$ cat config.mk
export PLATFORM = sky130hd
export DESIGN_NAME = ddt_top
export DESIGN_NICKNAME = d
export VERILOG_FILES = /design/src/rtl/ddt_pkg.sv /design/src/rtl/ddt_cnt_if.sv /design/src/rtl/ddt_counter.sv /design/src/rtl/ddt_top.sv
export SDC_FILE = /design/constraint.sdc
export NUM_CORES = 1
export LEC_CHECK = 0
export ABC_AREA = 1
export BUFFER_PORTS_ARGS = -buffer_cell sky130_fd_sc_hd__buf_4
export CORE_ASPECT_RATIO = 2
export CORE_MARGIN = 2
export CORE_UTILIZATION = 60
export CTS_BUF_LIST = sky130_fd_sc_hd__clkbuf_8
export DETAILED_ROUTE_END_ITERATION = 8
export HOLD_SLACK_MARGIN = 0.08
export PLACE_DENSITY = 0.88
export SKIP_LAST_GASP = 1
export SYNTH_ARGS = -nofsm -noshare
export SYNTH_HDL_FRONTEND = slang
export SYNTH_SLANG_ARGS = --single-unit
$ cat constraint.sdc
create_clock -name SYS_CLK_I -period 10 [get_ports SYS_CLK_I]
set_clock_uncertainty 0.05 [all_clocks]
set_input_delay 1 -clock SYS_CLK_I [delete_from_list [all_inputs] [get_ports SYS_CLK_I]]
set_output_delay 1 -clock SYS_CLK_I [all_outputs]
set_load 0.05 [all_outputs]
$ cat src/rtl/ddt_pkg.sv
// Package with register map and constants of the dual down counter timer
package ddt_pkg;
  // Register byte offsets, per counter block of 0x20
  localparam logic [7:0] DDT_CNT_STRIDE = 8'h20;
  localparam logic [4:0] DDT_LOAD_OFF   = 5'h00;
  localparam logic [4:0] DDT_VALUE_OFF  = 5'h04;
  localparam logic [4:0] DDT_CTRL_OFF   = 5'h08;
  localparam logic [4:0] DDT_ICLR_OFF   = 5'h0c;
  localparam logic [4:0] DDT_RIS_OFF    = 5'h10;
  localparam logic [4:0] DDT_MIS_OFF    = 5'h14;
  localparam logic [4:0] DDT_BGLOAD_OFF = 5'h18;
  // Control field positions
  localparam int DDT_CTRL_ONESHOT = 0;
  localparam int DDT_CTRL_SIZE32  = 1;
  localparam int DDT_CTRL_PRE_LO  = 2;
  localparam int DDT_CTRL_IE      = 5;
  localparam int DDT_CTRL_PERIOD  = 6;
  localparam int DDT_CTRL_EN      = 7;
  // Reset values
  localparam logic [7:0]  DDT_CTRL_RST  = 8'h20;
  localparam logic [31:0] DDT_LOAD_RST  = 32'h0000_0000;
  localparam logic [31:0] DDT_VALUE_RST = 32'hffff_ffff;
  // Prescaler select codes and terminal counts
  localparam logic [1:0] DDT_PRE_DIV1   = 2'h0;
  localparam logic [1:0] DDT_PRE_DIV16  = 2'h1;
  localparam logic [1:0] DDT_PRE_DIV256 = 2'h2;
  localparam logic [7:0] DDT_PRE_TC16   = 8'h0f;
  localparam logic [7:0] DDT_PRE_TC256  = 8'hff;
  localparam logic [31:0] DDT_MASK16    = 32'h0000_ffff;
endpackage

$ cat src/rtl/ddt_cnt_if.sv
// Interface between the register file and one down counter
`timescale 1ns/1ps
`default_nettype none
interface ddt_cnt_if;
  logic        load_we;
  logic        bg_we;
  logic [31:0] wdata;
  logic [7:0]  ctrl;
  logic        ctrl_we;
  logic        oneshot_cleared;
  logic [31:0] value;
  logic        zero_evt;
  modport regs (output load_we, output bg_we, output wdata, output ctrl,
                output ctrl_we, output oneshot_cleared,
                input value, input zero_evt);
  modport cnt  (input load_we, input bg_we, input wdata, input ctrl,
                input ctrl_we, input oneshot_cleared,
                output value, output zero_evt);
endinterface
`default_nettype wire

$ cat src/rtl/ddt_counter.sv
// One prescaled down counter with one-shot, free-running and periodic modes
`timescale 1ns/1ps
`default_nettype none
module ddt_counter
  import ddt_pkg::*;
(
  // Clock and reset
  input  wire logic clk_i,
  input  wire logic rst_i,
  // Register side
  ddt_cnt_if.cnt    cif
);
  typedef struct packed {
    logic [7:0]  pre;
    logic [31:0] cnt;
    logic [31:0] reload;
    logic        halted;
    logic        zero;
  } ddt_cnt_st_t;

  ddt_cnt_st_t s_q, s_d;
  logic [31:0] wmask;
  logic        tick;
  logic        size32;
  logic        at_zero;

  always_comb begin
    s_d     = s_q;
    size32  = cif.ctrl[DDT_CTRL_SIZE32];
    wmask   = size32 ? 32'hffff_ffff : DDT_MASK16; // [RULE15] [RULE2]
    at_zero = ((s_q.cnt & wmask) == 32'h0000_0000); // [RULE15]
    tick    = 1'b0;
    s_d.zero = 1'b0;
    if (cif.ctrl[DDT_CTRL_EN] && !s_q.halted) begin // [RULE1] [RULE6]
      unique case (cif.ctrl[DDT_CTRL_PRE_LO +: 2]) // [RULE3]
        DDT_PRE_DIV16:  tick = (s_q.pre[3:0] == DDT_PRE_TC16[3:0]);
        DDT_PRE_DIV256: tick = (s_q.pre == DDT_PRE_TC256);
        default:        tick = 1'b1;
      endcase
      s_d.pre = s_q.pre + 8'h01; // [RULE4]
    end
    if (tick) begin
      if (at_zero) begin
        if (cif.ctrl[DDT_CTRL_ONESHOT]) begin
          s_d.halted = 1'b1; // [RULE7]
        end else if (cif.ctrl[DDT_CTRL_PERIOD]) begin
          s_d.cnt = s_q.reload & wmask; // [RULE9] [RULE11]
        end else begin
          s_d.cnt = wmask; // [RULE8]
        end
      end else begin
        s_d.cnt = (s_q.cnt - 32'h0000_0001) & wmask; // [RULE6]
        s_d.zero = ((s_d.cnt & wmask) == 32'h0000_0000); // [RULE12]
      end
    end
    if (cif.ctrl_we && cif.oneshot_cleared) begin
      s_d.halted = 1'b0; // [RULE7]
    end
    if (cif.bg_we) begin
      s_d.reload = cif.wdata; // [RULE11]
    end
    if (cif.load_we) begin
      s_d.reload = cif.wdata;
      s_d.cnt    = cif.wdata & wmask; // [RULE10]
      s_d.pre    = 8'h00;
      s_d.halted = 1'b0; // [RULE7]
    end
  end

  always_ff @(posedge clk_i or posedge rst_i) begin
    if (rst_i) begin
      s_q <= '{pre: 8'h00, cnt: DDT_VALUE_RST, reload: DDT_LOAD_RST,
               halted: 1'b0, zero: 1'b0};
    end else begin
      s_q <= s_d;
    end
  end

  assign cif.value    = s_q.cnt & wmask;
  assign cif.zero_evt = s_q.zero;
endmodule
`default_nettype wire

$ cat src/rtl/ddt_top.sv
// APB register file and interrupt logic of the dual down counter timer
//
// Design decisions made here: the APB slave port and the placing of the registers.
`timescale 1ns/1ps
`default_nettype none
// Behaviour
// RULE1 - Two counters share clock, reset and interrupt; each has an enable.
// RULE2 - A control bit selects 16-bit or 32-bit counter width.
// RULE3 - A prescaler divides the enabled clock by 1, 16 or 256.
// RULE4 - Counting runs on the counting clock, registers on the bus clock; here both run on SYS_CLK_I.
// RULE5 - Both clocks are synchronous, so no crossing logic is used.
// RULE6 - Writing load sets the count; counting happens only while enabled.
// RULE7 - One-shot interrupts once at zero, holds until cleared or reloaded.
// RULE8 - Free-running, the reset mode, wraps from zero to the width maximum.
// RULE9 - Periodic mode reloads the load value after zero.
// RULE10 - A load write while running restarts counting from the new value.
// RULE11 - A background load write only sets the next periodic reload value.
// RULE12 - Reaching zero sets a raw flag that stays until a clear write.
// RULE13 - An enable bit masks the interrupt; raw and masked status are read.
// RULE14 - Both masked interrupts are ORed onto one output.
// RULE15 - In 16-bit mode only the low half counts, wraps and detects zero.
// RULE16 - Any clear register write clears the raw flag and stores nothing.
module ddt_top
  import ddt_pkg::*;
#(
  parameter int NCNT = 2
) (
  // Clock and reset
  input  wire logic        SYS_CLK_I,
  input  wire logic        RST_I,
  // APB slave
  input  wire logic        PSEL_I,
  input  wire logic        PENABLE_I,
  input  wire logic        PWRITE_I,
  input  wire logic [7:0]  PADDR_I,
  input  wire logic [31:0] PWDATA_I,
  output logic [31:0]      PRDATA_O,
  output logic             PREADY_O,
  output logic             PSLVERR_O,
  // Combined interrupt
  output logic             IRQ_O
);
  typedef struct packed {
    logic [NCNT-1:0][7:0] ctrl;
    logic [NCNT-1:0]      raw;
    logic [31:0]          rdata;
  } ddt_top_st_t;

  ddt_top_st_t s_q, s_d;
  ddt_cnt_if cif [NCNT] ();
  logic [NCNT-1:0]       zero_evt;
  logic [NCNT-1:0][31:0] value;
  logic                  access;
  logic                  wr;
  logic [2:0]            sel;
  logic [4:0]            off;
  logic [NCNT-1:0]       masked;

  assign access = PSEL_I && PENABLE_I;
  assign wr     = access && PWRITE_I;
  assign sel    = PADDR_I[7:5];
  assign off    = PADDR_I[4:0];

  // Counters on the same clock, no synchronisers needed
  for (genvar i = 0; i < NCNT; i++) begin : g_cnt
    assign cif[i].wdata   = PWDATA_I;
    assign cif[i].ctrl    = s_q.ctrl[i];
    assign cif[i].load_we = wr && (sel == 3'(i)) &&
                            (off == DDT_LOAD_OFF); // [RULE6] [RULE10]
    assign cif[i].bg_we   = wr && (sel == 3'(i)) &&
                            (off == DDT_BGLOAD_OFF); // [RULE11]
    assign cif[i].ctrl_we = wr && (sel == 3'(i)) && (off == DDT_CTRL_OFF);
    assign cif[i].oneshot_cleared = !PWDATA_I[DDT_CTRL_ONESHOT]; // [RULE7]
    assign zero_evt[i] = cif[i].zero_evt;
    assign value[i]    = cif[i].value;
    assign masked[i]   = s_q.raw[i] && s_q.ctrl[i][DDT_CTRL_IE]; // [RULE13]
    ddt_counter u_cnt (
      .clk_i (SYS_CLK_I), // [RULE4] [RULE5]
      .rst_i (RST_I),
      .cif   (cif[i])
    );
  end

  always_comb begin
    s_d        = s_q;
    if (PSEL_I && !PENABLE_I) begin
      s_d.rdata = 32'h0000_0000;
      if (!PWRITE_I && sel < 3'(NCNT)) begin
        for (int i = 0; i < NCNT; i++) begin
          if (sel == 3'(i)) begin
            unique case (off)
              DDT_LOAD_OFF, DDT_BGLOAD_OFF: s_d.rdata = value[i];
              DDT_VALUE_OFF: s_d.rdata = value[i];
              DDT_CTRL_OFF:  s_d.rdata = {24'h000000, s_q.ctrl[i]};
              DDT_RIS_OFF:   s_d.rdata = {31'h0, s_q.raw[i]}; // [RULE13]
              DDT_MIS_OFF:   s_d.rdata = {31'h0, masked[i]}; // [RULE13]
              default:       s_d.rdata = 32'h0000_0000;
            endcase
          end
        end
      end
    end
    for (int i = 0; i < NCNT; i++) begin
      if (wr && sel == 3'(i) && off == DDT_CTRL_OFF) begin
        s_d.ctrl[i] = PWDATA_I[7:0]; // [RULE2] [RULE3]
      end
      if (wr && sel == 3'(i) && off == DDT_ICLR_OFF) begin
        s_d.raw[i] = 1'b0; // [RULE16]
      end
      if (zero_evt[i]) begin
        s_d.raw[i] = 1'b1; // [RULE12]
      end
    end
  end

  always_ff @(posedge SYS_CLK_I or posedge RST_I) begin
    if (RST_I) begin
      s_q <= '{ctrl: {NCNT{DDT_CTRL_RST}}, raw: '0,
               rdata: 32'h0000_0000};
    end else begin
      s_q <= s_d;
    end
  end

  assign PRDATA_O  = s_q.rdata;
  assign PREADY_O  = 1'b1;
  assign PSLVERR_O = access && (sel >= 3'(NCNT));
  assign IRQ_O     = |masked; // [RULE14]
endmodule
`default_nettype wire

==> run summary, run 1 <==
number of buffers created by CTS -> 17
critical path class -> reg2reg
TritonCTS clock tree -> built
startpoint type of the worst setup path -> register
# diodes -> 0
cts hold-fix bufs -> 0
Syn-to-layout area delta -> 5.825%
Clock transition at path regs -> 0.11 ns
register area share after synthesis -> 0.4044
Worst path max stage delay -> 0.60 ns
DR WL/cell -> 22.48 microns
H-tree depth -> 4
asr flop ratio synth -> 1.000
number of synthesized register bits -> 198
Routed Antenna Nets -> 0
RR Startpoint -> g_cnt[1].u_cnt.s_q[50]
WL final -> 44550 microns
number of global-route vias before repair -> 12138
Power Density -> 236.7 nW/um^2
Post-Syn Area per Cell -> 7.323 sq um
fin. max-slew vios -> 0
Longest Clk Path Bufs -> 2
delay-heaviest family, CP -> simple AND/OR/NAND/NOR gates
port bufs -> 78
leading area contributor after synthesis -> dfrtp_1
share of the synthesized area in the top cell type -> 0.2652
post-CTS sizing -> 0
area post-placement -> 12770 sq um
flop2flop setup slack -> 6.62 ns
largest net degree at the start of global routing -> 125
share of cells above drive strength 1 -> 0.1428
GP Congestion -> 1.030
Total Routing Usage GR -> 0.4206
final worst-path cycle share -> 0.3380
Crit. End Element -> register
slowest stage cell, crit path -> dfstp_2
final setup vio count -> 0
total grt overflow -> 0
I/O pin count -> 80
initial antenna violation count -> 0
Max-cap violations -> 0
number of flops mapped to enable cells by yosys -> 0
Critical Path, Cell by Cell -> nor2_1, nand2_1, inv_1, nand2_1, nand2_1, nand2_2, clkinv_4, nand3_2, nand2_2, inv_4, nor2_1, a21oi_1
status -> completed
site row count -> 74
Gate Count Post-Synth -> 1701
Root Buffer -> clkbuf_8
final setup TNS -> 0 ns
syn nets -> 1758
Peak VDD IR -> 0.1433 mV
CP required -> 10.40 ns
Worst Hold Class -> reg2reg
CTS Sinks -> 198
Worst Setup SP -> g_cnt[1].u_cnt.s_q[50]
Tightest Pin Transition -> 1.109 ns
CP arrival -> 3.78 ns
worst-path fanout max -> 40
most used cell, CP -> nand2_1
final core utilization -> 0.6472
top_reg_cell synth -> dfrtp_1
via count -> 12044
die height -> 207.8 microns
synth unique cells -> 57
hold path startpoint -> g_cnt[0].u_cnt.cif.zero_evt
ranking of synthesized cells by area -> dfrtp_1 (27%), dfstp_2 (14%), nand2_1 (13%)
Final Cell Area -> 13180 sq um
synth warn -> 0
Post-CTS Setup Bufs -> 0
Bufs and invs on worst path -> 3
Core Footprint -> 20370 sq um
DRT iter0 DRCs -> 1066
# DRC -> 0
Tmin final -> 3.380 ns
Hold Fails Final Rpt -> 0
Max-slew headroom -> 0.2584
drt pass-1 iters -> 6
leakage -> 6.215 nW
Die X -> 105.9 microns
die area -> 22000 sq um
fmax -> 295.9 MHz
DPL Wire Length -> 34060 microns
starting density of the core -> 0.6115
post-synthesis cell area -> 12460 sq um
DR vias/cell -> 6.077
worst skew pair latency -> 0.52 ns
first-pass GRT wire length -> 68740 microns
nets -> 1761
RSZ-0062 raised after global routing -> false
[where the power goes]
part           leakage [nW]  switching, mW  internal, mW
clock                 0.210          0.314         0.250
sequential             2.41          0.248          1.04
combinational          3.60          0.880         0.390
total                  6.21           1.44          1.68
[worst paths after layout]
kind | endpoint | cells after the start
min in group asynchronous | g_cnt[1].u_cnt.s_q[29] | 2
max | g_cnt[1].u_cnt.s_q[65] | 12
max reg2reg | g_cnt[1].u_cnt.s_q[65] | 12
min reg2reg | s_q[32] | 1
max in group asynchronous | g_cnt[0].u_cnt.s_q[14] | 3
min | s_q[32] | 1
[metrics by stage]
| step | hold slack (ns) | total power [mW] | setup slack [ns] | cells |
|---|---|---|---|---|
| global route | 0.4215 | 3.291 | 6.403 | 1982 |
| CTS | 0.4131 | 3.069 | 6.687 | 1982 |
| floorplan | 0.3674 | 2.062 | 3.662 | 1701 |
| detailed placement | 0.3996 | 2.512 | 6.492 | 1951 |
| global placement | 0.3770 | 2.492 | 6.549 | 1951 |
| finish | 0.3994 | 3.120 | 6.620 | 1982 |
[per-layer routing]
layer | GRT usage | part of all wire | vias to the layer above
met4 | 0.4120 | 0.12 | 0
met3 | 0.07881 | 0.058 | 234
met1 | 0.4266 | 0.32 | 5672
met2 | 0.7010 | 0.50 | 561
li1 | - | - | 5577
met5 | 0 | 0 | -
[cell families after synthesis]
group                      share of synthesized area
buffers and inverters                         0.1084
and+or+nand+nor                               0.2877
AOI/OAI and AO/OA                             0.1732
other                                      0.0003010
xor gates and xnor gates                     0.01406
DFF                                           0.4044
adders and majority gates                    0.01205
[cell type report]
type,count,area (sq um)
Inverter,190,733.2
Fill cell,1886,7187
Tap cell,266,332.8
Sequential cell,198,5037
Multi-Input combinational cell,1218,6075
Clock inverter,14,177.7
Clock buffer,17,234.0
Timing Repair Buffer,79,593.1
[synth_stat cells (4+ instances only)]
library cell,n
buf_6,13
nand2_2,9
clkbuf_1,28
nor2_1,219
o21ai_1,18
nand4_1,35
nand2_4,4
buf_2,13
nor2_2,19
o221ai_1,5
a32o_1,22
a22oi_1,18
o21bai_1,10
buf_4,41
o22ai_1,42
dfrtp_1,132
o21ai_0,136
a21oi_1,70
xor2_1,19
a22oi_2,4
dfstp_2,66
nand2_1,421
nand3_1,77
nor2_4,6
inv_1,178
ha_1,12
o211ai_1,13
inv_2,7
nor3_1,24
[state kept, by name (all words and copies together) (netlist names)]
name,cells
g_cnt.u_cnt.s_q,146
PRDATA_O,32
cif.ctrl,16
g_cnt.u_cnt.cif.zero_evt,2
s_q,2
[cell usage in the layout, fill, tap and decap left out, types with 3 or more instances in the layout]
cell | synthesis | final
a21oi_1 | 70 | 70
a22oi_1 | 18 | 18
a22oi_2 | 4 | 4
a31oi_1 | 3 | 3
a32o_1 | 22 | 22
buf_4 | 41 | 79
bufinv_16 | 0 | 3
clkbuf_8 | 0 | 17
clkinv_4 | 1 | 3
dfrtp_1 | 132 | 132
dfstp_2 | 66 | 66
ha_1 | 12 | 12
inv_1 | 178 | 179
inv_2 | 7 | 7
inv_4 | 3 | 3
inv_8 | 0 | 4
nand2_1 | 421 | 419
nand2_2 | 9 | 11
nand2_4 | 4 | 4
nand3_1 | 77 | 77
nand4_1 | 35 | 35
nor2_1 | 219 | 219
nor2_2 | 19 | 19
nor2_4 | 6 | 6
nor3_1 | 24 | 24
o211ai_1 | 13 | 13
o211ai_2 | 3 | 3
o21ai_0 | 136 | 136
o21ai_1 | 18 | 18
o21bai_1 | 10 | 10
o221ai_1 | 5 | 5
o22ai_1 | 42 | 42
xor2_1 | 19 | 19
No activity file was read; power rests on OpenSTA's default activity.
==> run 2: changes to the inputs <==
--- a/config.mk
+++ b/config.mk
@@ -5,7 +5,7 @@
 export SDC_FILE = /design/constraint.sdc
 export NUM_CORES = 1
 export LEC_CHECK = 0
-export ABC_AREA = 1
+export ABC_AREA = 0
 export BUFFER_PORTS_ARGS = -buffer_cell sky130_fd_sc_hd__buf_4
 export CORE_ASPECT_RATIO = 2
 export CORE_MARGIN = 2
==> constraint.sdc (replaced) <==
create_clock -name SYS_CLK_I -period 3.3 [get_ports SYS_CLK_I]
set_clock_uncertainty 0.05 [all_clocks]
set_input_delay 0.33 -clock SYS_CLK_I [delete_from_list [all_inputs] [get_ports SYS_CLK_I]]
set_output_delay 0.33 -clock SYS_CLK_I [all_outputs]
set_load 0.05 [all_outputs]
==> run 2 against run 1 <==
Net effect:
- cell count down 22%
- design area down 1.8%
- area after synthesis down 8.0%
- critical endpoint is now g_cnt[1].u_cnt.cif.zero_evt
- via count down 15%
- largest cell class unchanged
==> run summary, run 2 <==
status -> completed (unchanged)
RR Startpoint -> g_cnt[1].u_cnt.s_q[34] (was g_cnt[1].u_cnt.s_q[50])
first-pass GRT wire length -> 55230 microns (was 68740 microns)
Tmin final -> 3.235 ns (was 3.380 ns)
commonest non-fill, non-tap cells in the layout -> dfrtp_1 (132), buf_4 (127), nand2_1 (120), o21ai_0 (110), mux2_2 (80) (was nand2_1 (419), nor2_1 (219), inv_1 (179), o21ai_0 (136), dfrtp_1 (132))
Post-Syn Area per Cell -> 9.458 sq um (was 7.323 sq um)
H-tree depth -> 4 (unchanged)
leakage -> 5.296 nW (was 6.215 nW)
number of flops mapped to enable cells by yosys -> 0 (unchanged)
drt pass-1 iters -> 6 (unchanged)
Clock transition at path regs -> 0.10 ns (was 0.11 ns)
final std cells w/o fill -> 1542 (was 1982)
port bufs -> 78 (unchanged)
GP Congestion -> 0.9720 (was 1.030)
Post-Synth XOR/XNOR Area -> 0.03667 (was 0.01406)
commonest non-fill, non-tap cell in the layout -> dfrtp_1 (was nand2_1)
DR WL/cell -> 23.26 microns (was 22.48 microns)
r2r endpoint -> g_cnt[1].u_cnt.cif.zero_evt (was g_cnt[1].u_cnt.s_q[65])
total grt overflow -> 0 (unchanged)
largest family of logic cells by synthesized area -> compound AO/OA/AOI/OAI gates (was simple AND/OR/NAND/NOR gates)
hold slack -> 0.08957 ns (was 0.3994 ns)
register area share after synthesis -> 0.4394 (was 0.4044)
initial antenna violation count -> 0 (unchanged)
Fillers -> 1463 (was 1886)
Max-cap violations -> 0 (unchanged)
setup slack after layout -> 0.06492 ns (was 6.620 ns)
share of power burned in the clock network -> 0.358 (was 0.181)
Power Density -> 395.1 nW/um^2 (was 236.7 nW/um^2)
Crit. End Element -> register (unchanged)
startpoint type of the worst setup path -> register (unchanged)
synth warn -> 0 (unchanged)
Gate Count Post-Synth -> 1212 (was 1701)
mux contribution to synthesized area -> 0.08120 (was 0)
synth unique cells -> 75 (was 57)
placed insts -> 1477 (was 1951)
via count -> 10269 (was 12044)
share of the synthesized area in the top cell type -> 0.2881 (was 0.2652)
Longest Clk Path Bufs -> 2 (unchanged)
CP required -> 3.63 ns (was 10.40 ns)
Placement Setup Slack -> 0.02259 ns (was 6.492 ns)
Total Power -> 5.112 mW (was 3.120 mW)
number of global-route vias before repair -> 10071 (was 12138)
worst skew pair latency -> 0.53 ns (was 0.52 ns)
CTS Sinks -> 198 (unchanged)
critical path class -> reg2reg (unchanged)
final worst-path cycle share -> 0.9803 (was 0.3380)
nets -> 1330 (was 1761)
WL final -> 35870 microns (was 44550 microns)
ranking of synthesized cells by area -> dfrtp_1 (29%), dfstp_2 (15%), mux2_2 (7.9%) (was dfrtp_1 (27%), dfstp_2 (14%), nand2_1 (13%))
DR vias/cell -> 6.660 (was 6.077)
Synth Area in Adders -> 0.01310 (was 0.01205)
starting density of the core -> 0.6116 (was 0.6115)
top_reg_cell synth -> dfrtp_1 (unchanged)
most common cell in the netlist -> dfrtp_1 (was nand2_1)
I/O pin count -> 80 (unchanged)
DPL Wire Length -> 25370 microns (was 34060 microns)
fmax -> 309.1 MHz (was 295.9 MHz)
Root Buffer -> clkbuf_8 (unchanged)
site row count -> 71 (was 74)
switching share of power -> 0.2657 (was 0.4622)
max reg flops -> 146 (unchanged)
combinational share of power -> 0.108 (was 0.407)
Peak VDD IR -> 0.3276 mV (was 0.1433 mV)
DRT iter0 DRCs -> 1020 (was 1066)
Die X -> 101.7 microns (was 105.9 microns)
R2R depth -> 8 (was 12)
Max-slew headroom -> 0.3075 (was 0.2584)
CP arrival -> 3.57 ns (was 3.78 ns)
largest reg by FF count -> g_cnt.u_cnt.s_q (unchanged)
Total Routing Usage GR -> 0.3627 (was 0.4206)
final core utilization -> 0.6903 (was 0.6472)
final setup vio count -> 0 (unchanged)
flop2flop setup slack -> 0.06 ns (was 6.62 ns)
number of buffers created by CTS -> 17 (unchanged)
TritonCTS clock tree -> built (unchanged)
Worst Hold Class -> in2async (was reg2reg)
number of synthesized register bits -> 198 (unchanged)
switching power -> 1.358 mW (was 1.442 mW)
internal power -> 3.754 mW (was 1.678 mW)
Hold Fails Final Rpt -> 0 (unchanged)
Core Footprint -> 18740 sq um (was 20370 sq um)
asr flop ratio synth -> 1.000 (unchanged)
post-synthesis cell area -> 11460 sq um (was 12460 sq um)
Reg power frac -> 0.534 (was 0.413)
largest net degree at the start of global routing -> 199 (was 125)
fin. max-slew vios -> 0 (unchanged)
share of cells above drive strength 1 -> 0.2566 (was 0.1428)
Syn-to-layout area delta -> 12.88% (was 5.825%)
RSZ-0062 raised after global routing -> false (unchanged)
leading area contributor after synthesis -> dfrtp_1 (unchanged)
worst-path fanout max -> 11 (was 40)
Post-CTS Setup Bufs -> 0 (unchanged)
Tightest Pin Transition -> 1.039 ns (was 1.109 ns)
Routed Antenna Nets -> 0 (unchanged)
# DRC -> 0 (unchanged)
die height -> 199.5 microns (was 207.8 microns)
syn nets -> 1269 (was 1758)
compound-gate portion of the synthesized area -> 0.1877 (was 0.1732)
die area -> 20290 sq um (was 22000 sq um)
most frequent cells after synthesis -> dfrtp_1 (132), nand2_1 (120), o21ai_0 (110) (was nand2_1 (421), nor2_1 (219), inv_1 (178))
Post-Synth Simple-Gate Area -> 0.1807 (was 0.2877)
-- run 2: cell types whose count changed in the layout (fill, tap and decap cells not counted), moves of 29 or more --
cell | before | now
nand3_1 | 77 | 34
a22oi_1 | 18 | 47
nor2_1 | 219 | 76
inv_1 | 179 | 19
dlygate4sd3_1 | 0 | 32
o22ai_1 | 42 | 11
mux2_2 | 0 | 80
nand2_1 | 419 | 120
buf_4 | 79 | 127
-- run 2: repair_timing --
action | in CTS | in global routing
hold buffers | 32 | 0
endpoints found under the setup margin | 0 | 1
gates resized for setup | 0 | 2
hold endpoints to repair | 126 | 0
-- run 2: worst max-delay path, cell delays in order, from the launching register on --
cell	delay, ns
dfstp_2	0.44
inv_1	0.12
ha_1	0.40
nand4_1	0.44
nor4_2	0.46
xor2_1	0.16
nor4_1	0.32
nand3_1	0.19
a2111oi_1	0.51
-- run 2: worst max-delay path by stage --
stage / end / slack, ns / start
3_3_place_gp: g_cnt[1].u_cnt.cif.zero_evt / -0.04 / g_cnt[1].u_cnt.s_q[34]
3_5_place_dp: g_cnt[1].u_cnt.cif.zero_evt / 0.02 / g_cnt[1].u_cnt.s_q[34]
5_1_grt: g_cnt[1].u_cnt.cif.zero_evt / 0.05 / g_cnt[1].u_cnt.s_q[34]
4_1_cts: g_cnt[1].u_cnt.cif.zero_evt / 0.03 / g_cnt[1].u_cnt.s_q[34]
6_report: g_cnt[1].u_cnt.cif.zero_evt / 0.06 / g_cnt[1].u_cnt.s_q[34]
2_1_floorplan: PRDATA_O[0] / 0.41 / RST_I
-- run 2: cell type report --
class	count	area (sq um)	share of cell area
Multi-Input combinational cell	877	5748	0.4442
Sequential cell	198	5037	0.3893
Timing Repair Buffer	160	1294	0.09998
Tap cell	255	319.1	0.02466
Clock buffer	19	261.5	0.02021
Clock inverter	13	202.7	0.01566
Inverter	19	75.07	0.005802
Antenna cell	1	2.502	0.0001934
-- run 2: through the flow --
| stage | cell area, sq um | TNS, ns |
|---|---|---|
| 6_report | 12940 | 0 |
| 5_1_grt | 12940 | 0 |
| 4_1_cts | 12930 | 0 |
| 3_5_place_dp | 12140 | 0 |
| 3_3_place_gp | 12140 | -0.03589 |
| 2_1_floorplan | 11470 | 0 |
-- run 2: routing by layer --
layer / track usage / part of all wire
met4: 0.1917 / 0.050
met2: 0.6160 / 0.52
met5: 0 / 0
met3: 0.06541 / 0.072
met1: 0.4293 / 0.36
-- run 2: cells by family (layout without fill, tap and decap cells) --
kind of cell | count (synthesis) | in the layout
flops | 198 | 198
other cells | 1 | 2
simple gates | 404 | 404
compound gates | 329 | 329
xor+xnor | 48 | 48
mux | 83 | 83
fa+ha+maj | 12 | 12
buf+inv | 137 | 211
-- run 2: power by group through the flow --
stage          Clock, mW  Combinational (mW)  Sequential, mW
2_1_floorplan          0               0.341            2.70
3_3_place_gp           0               0.503            2.76
3_5_place_dp           0               0.511            2.77
4_1_cts             1.84               0.545            2.72
5_1_grt             1.94               0.606            2.75
6_report            1.83               0.554            2.73
==> run 3: changes to the inputs <==
--- a/config.mk
+++ b/config.mk
@@ -7,13 +7,15 @@
 export LEC_CHECK = 0
 export ABC_AREA = 0
 export BUFFER_PORTS_ARGS = -buffer_cell sky130_fd_sc_hd__buf_4
+export CELL_PAD_IN_SITES_DETAIL_PLACEMENT = 1
+export CELL_PAD_IN_SITES_GLOBAL_PLACEMENT = 1
 export CORE_ASPECT_RATIO = 2
 export CORE_MARGIN = 2
-export CORE_UTILIZATION = 60
+export CORE_UTILIZATION = 49
 export CTS_BUF_LIST = sky130_fd_sc_hd__clkbuf_8
 export DETAILED_ROUTE_END_ITERATION = 8
 export HOLD_SLACK_MARGIN = 0.08
-export PLACE_DENSITY = 0.88
+export PLACE_DENSITY = 0.91
 export SKIP_LAST_GASP = 1
 export SYNTH_ARGS = -nofsm -noshare
 export SYNTH_HDL_FRONTEND = slang
==> run 3 against run 2 <==
Net effect:
- flip-flop and latch count unchanged
- combinational power up 3%
- sequential share of layout area down 0.079 points
- worst hold slack better by 0.075 ns
- critical endpoint is now g_cnt[0].u_cnt.s_q[38]
- first-iteration DRC count down 21%
- sequential power about the same
- core utilization down 13 points
==> run summary, run 3 (synthesis results as in run 2) <==
Worst path max stage delay -> 0.57 ns (was 0.51 ns)
Total Routing Usage GR -> 0.3441 (was 0.3627)
die height -> 220.3 microns (was 199.5 microns)
startpoint type of the worst setup path -> register (unchanged)
Root Buffer -> clkbuf_8 (unchanged)
DR WL/cell -> 26.60 microns (was 23.26 microns)
flop2flop setup slack -> 0.28 ns (was 0.06 ns)
commonest non-fill, non-tap cells in the layout -> dfrtp_1 (132), buf_4 (129), nand2_1 (120), o21ai_0 (110), mux2_2 (80) (was dfrtp_1 (132), buf_4 (127), nand2_1 (120), o21ai_0 (110), mux2_2 (80))
Crit. End Element -> register (unchanged)
fin. max-slew vios -> 0 (unchanged)
DRT iter0 DRCs -> 805 (was 1020)
Routed Antenna Nets -> 0 (unchanged)
worst-path fanout max -> 39 (was 11)
hold slack -> 0.1650 ns (was 0.08957 ns)
Worst Hold Class -> in2reg (was in2async)
total grt overflow -> 0 (unchanged)
RSZ-0062 raised after global routing -> false (unchanged)
fmax -> 330.6 MHz (was 309.1 MHz)
switching power -> 1.446 mW (was 1.358 mW)
Critical Path, Cell by Cell -> nor4_1, a41oi_1, or3_1, buf_4, mux2i_1, a21oi_1, a31o_2, o21ai_0 (was inv_1, ha_1, nand4_1, nor4_2, xor2_1, nor4_1, nand3_1, a2111oi_1)
Power Density -> 383.2 nW/um^2 (was 395.1 nW/um^2)
first-pass GRT wire length -> 65160 microns (was 55230 microns)
Die X -> 112.2 microns (was 101.7 microns)
switching share of power -> 0.2909 (was 0.2657)
CP required -> 3.68 ns (was 3.63 ns)
die area -> 24710 sq um (was 20290 sq um)
commonest non-fill, non-tap cell in the layout -> dfrtp_1 (unchanged)
Tmin final -> 3.025 ns (was 3.235 ns)
TritonCTS clock tree -> built (unchanged)
I/O pin count -> 80 (unchanged)
CP arrival -> 3.41 ns (was 3.57 ns)
number of global-route vias before repair -> 11433 (was 10071)
Longest Clk Path Bufs -> 2 (unchanged)
port bufs -> 78 (unchanged)
internal power -> 3.523 mW (was 3.754 mW)
GP Congestion -> 1.048 (was 0.9720)
# diodes -> 0 (was 1)
final std cells w/o fill -> 1574 (was 1542)
final worst-path cycle share -> 0.9166 (was 0.9803)
Peak VDD IR -> 0.3157 mV (was 0.3276 mV)
initial antenna violation count -> 0 (unchanged)
worst skew pair latency -> 0.53 ns (about the same)
site row count -> 79 (was 71)
share of cells above drive strength 1 -> 0.2564 (was 0.2566)
slowest stage cell, crit path -> nor4_1 (was a2111oi_1)
final setup TNS -> 0 ns (unchanged)
Tightest Pin Transition -> 1.002 ns (was 1.039 ns)
DR vias/cell -> 6.761 (was 6.660)
CTS Sinks -> 198 (unchanged)
combinational share of power -> 0.115 (was 0.108)
placed insts -> 1508 (was 1477)
final core utilization -> 0.5606 (was 0.6903)
max reg flops -> 146 (unchanged)
Reg power frac -> 0.552 (was 0.534)
leakage -> 5.296 nW (about the same)
WL final -> 41870 microns (was 35870 microns)
critical path class -> reg2reg (unchanged)
via count -> 10642 (was 10269)
# DRC -> 0 (unchanged)
Max-slew headroom -> 0.3319 (was 0.3075)
Syn-to-layout area delta -> 13.11% (was 12.88%)
Core Footprint -> 23130 sq um (was 18740 sq um)
Hold Fails Final Rpt -> 0 (unchanged)
Clock transition at path regs -> 0.10 ns (about the same)
final setup vio count -> 0 (unchanged)
drt pass-1 iters -> 5 (was 6)
Max-cap violations -> 0 (unchanged)
share of power burned in the clock network -> 0.333 (was 0.358)
number of buffers created by CTS -> 17 (unchanged)
Total Power -> 4.969 mW (was 5.112 mW)
starting density of the core -> 0.4956 (was 0.6116)
H-tree depth -> 4 (unchanged)
status -> completed (unchanged)
largest reg by FF count -> g_cnt.u_cnt.s_q (unchanged)
largest net degree at the start of global routing -> 124 (was 199)
DPL Wire Length -> 28780 microns (was 25370 microns)
nets -> 1335 (was 1330)
==> run 3: cell types whose count changed in the layout (fill, tap and decap cells not counted), moves of 2 or more <==
| cell | before | now |
|---|---|---|
| buf_12 | 1 | 3 |
| buf_4 | 127 | 129 |
| bufinv_16 | 5 | 2 |
| inv_1 | 19 | 21 |
| inv_6 | 1 | 3 |
==> run 3: through the flow <==
stage / setup slack, ns / area [sq um]
floorplan: 0.4135 / 11470
global placement: 0.3707 / 12230
detailed placement: 0.3004 / 12230
CTS: 0.2763 / 12950
global route: 0.1041 / 12970
finish: 0.2751 / 12970
==> run 3: per-layer routing <==
layer / global-route usage / share of wire / vias to the layer above
met4: 0.2333 / 0.075 / 0
li1: - / - / 4540
met1: 0.3736 / 0.35 / 5339
met2: 0.5980 / 0.51 / 539
met3: 0.07368 / 0.069 / 224
met5: 0 / 0 / -
==> run 3: layout make-up <==
cell class	instances	area, sq um
timing repair buffer	165	1359
inverter	19	75.07
clock buffer	19	261.5
fill	2694	10160
clock inverter	13	131.4
tap	283	354.1
multi-input combinational	877	5748
sequential	198	5037
==> run 3: what timing repair did <==
item | in CTS | in global routing
gates resized for setup | 0 | 1
endpoints found under the setup margin | 0 | 1
hold endpoints to repair | 195 | 0
hold buffers | 33 | 0
buffers inserted | 0 | 1
==> run 3: final timing paths <==
check | cells after the start | from | endpoint
setup / recovery | 8 | g_cnt[0].u_cnt.s_q[53] | g_cnt[0].u_cnt.s_q[38]
hold reg to reg | 2 | PRDATA_O[13] | PRDATA_O[13]
setup reg to reg | 8 | g_cnt[0].u_cnt.s_q[53] | g_cnt[0].u_cnt.s_q[38]
min in group asynchronous | 4 | RST_I | g_cnt[1].u_cnt.s_q[31]
max in group asynchronous | 4 | RST_I | PRDATA_O[6]
hold / removal | 4 | PADDR_I[4] | s_q[33]
==> run 3: critical path, delay by kind of cell (launching register included) <==
family                 cells  cell delay (ns)
and+or+nand+nor            2             1.04
AOI/OAI and AO/OA          4             0.89
muxes                      1             0.23
buffers and inverters      1             0.30
DFF                        1             0.41
==> run 3: power groups by stage <==
stage | clock [mW] | combinational (mW) | sequential (mW)
floorplan | 0 | 0.341 | 2.70
global placement | 0 | 0.502 | 2.77
detailed placement | 0 | 0.527 | 2.78
CTS | 1.66 | 0.564 | 2.73
global route | 1.76 | 0.628 | 2.76
finish | 1.65 | 0.572 | 2.74
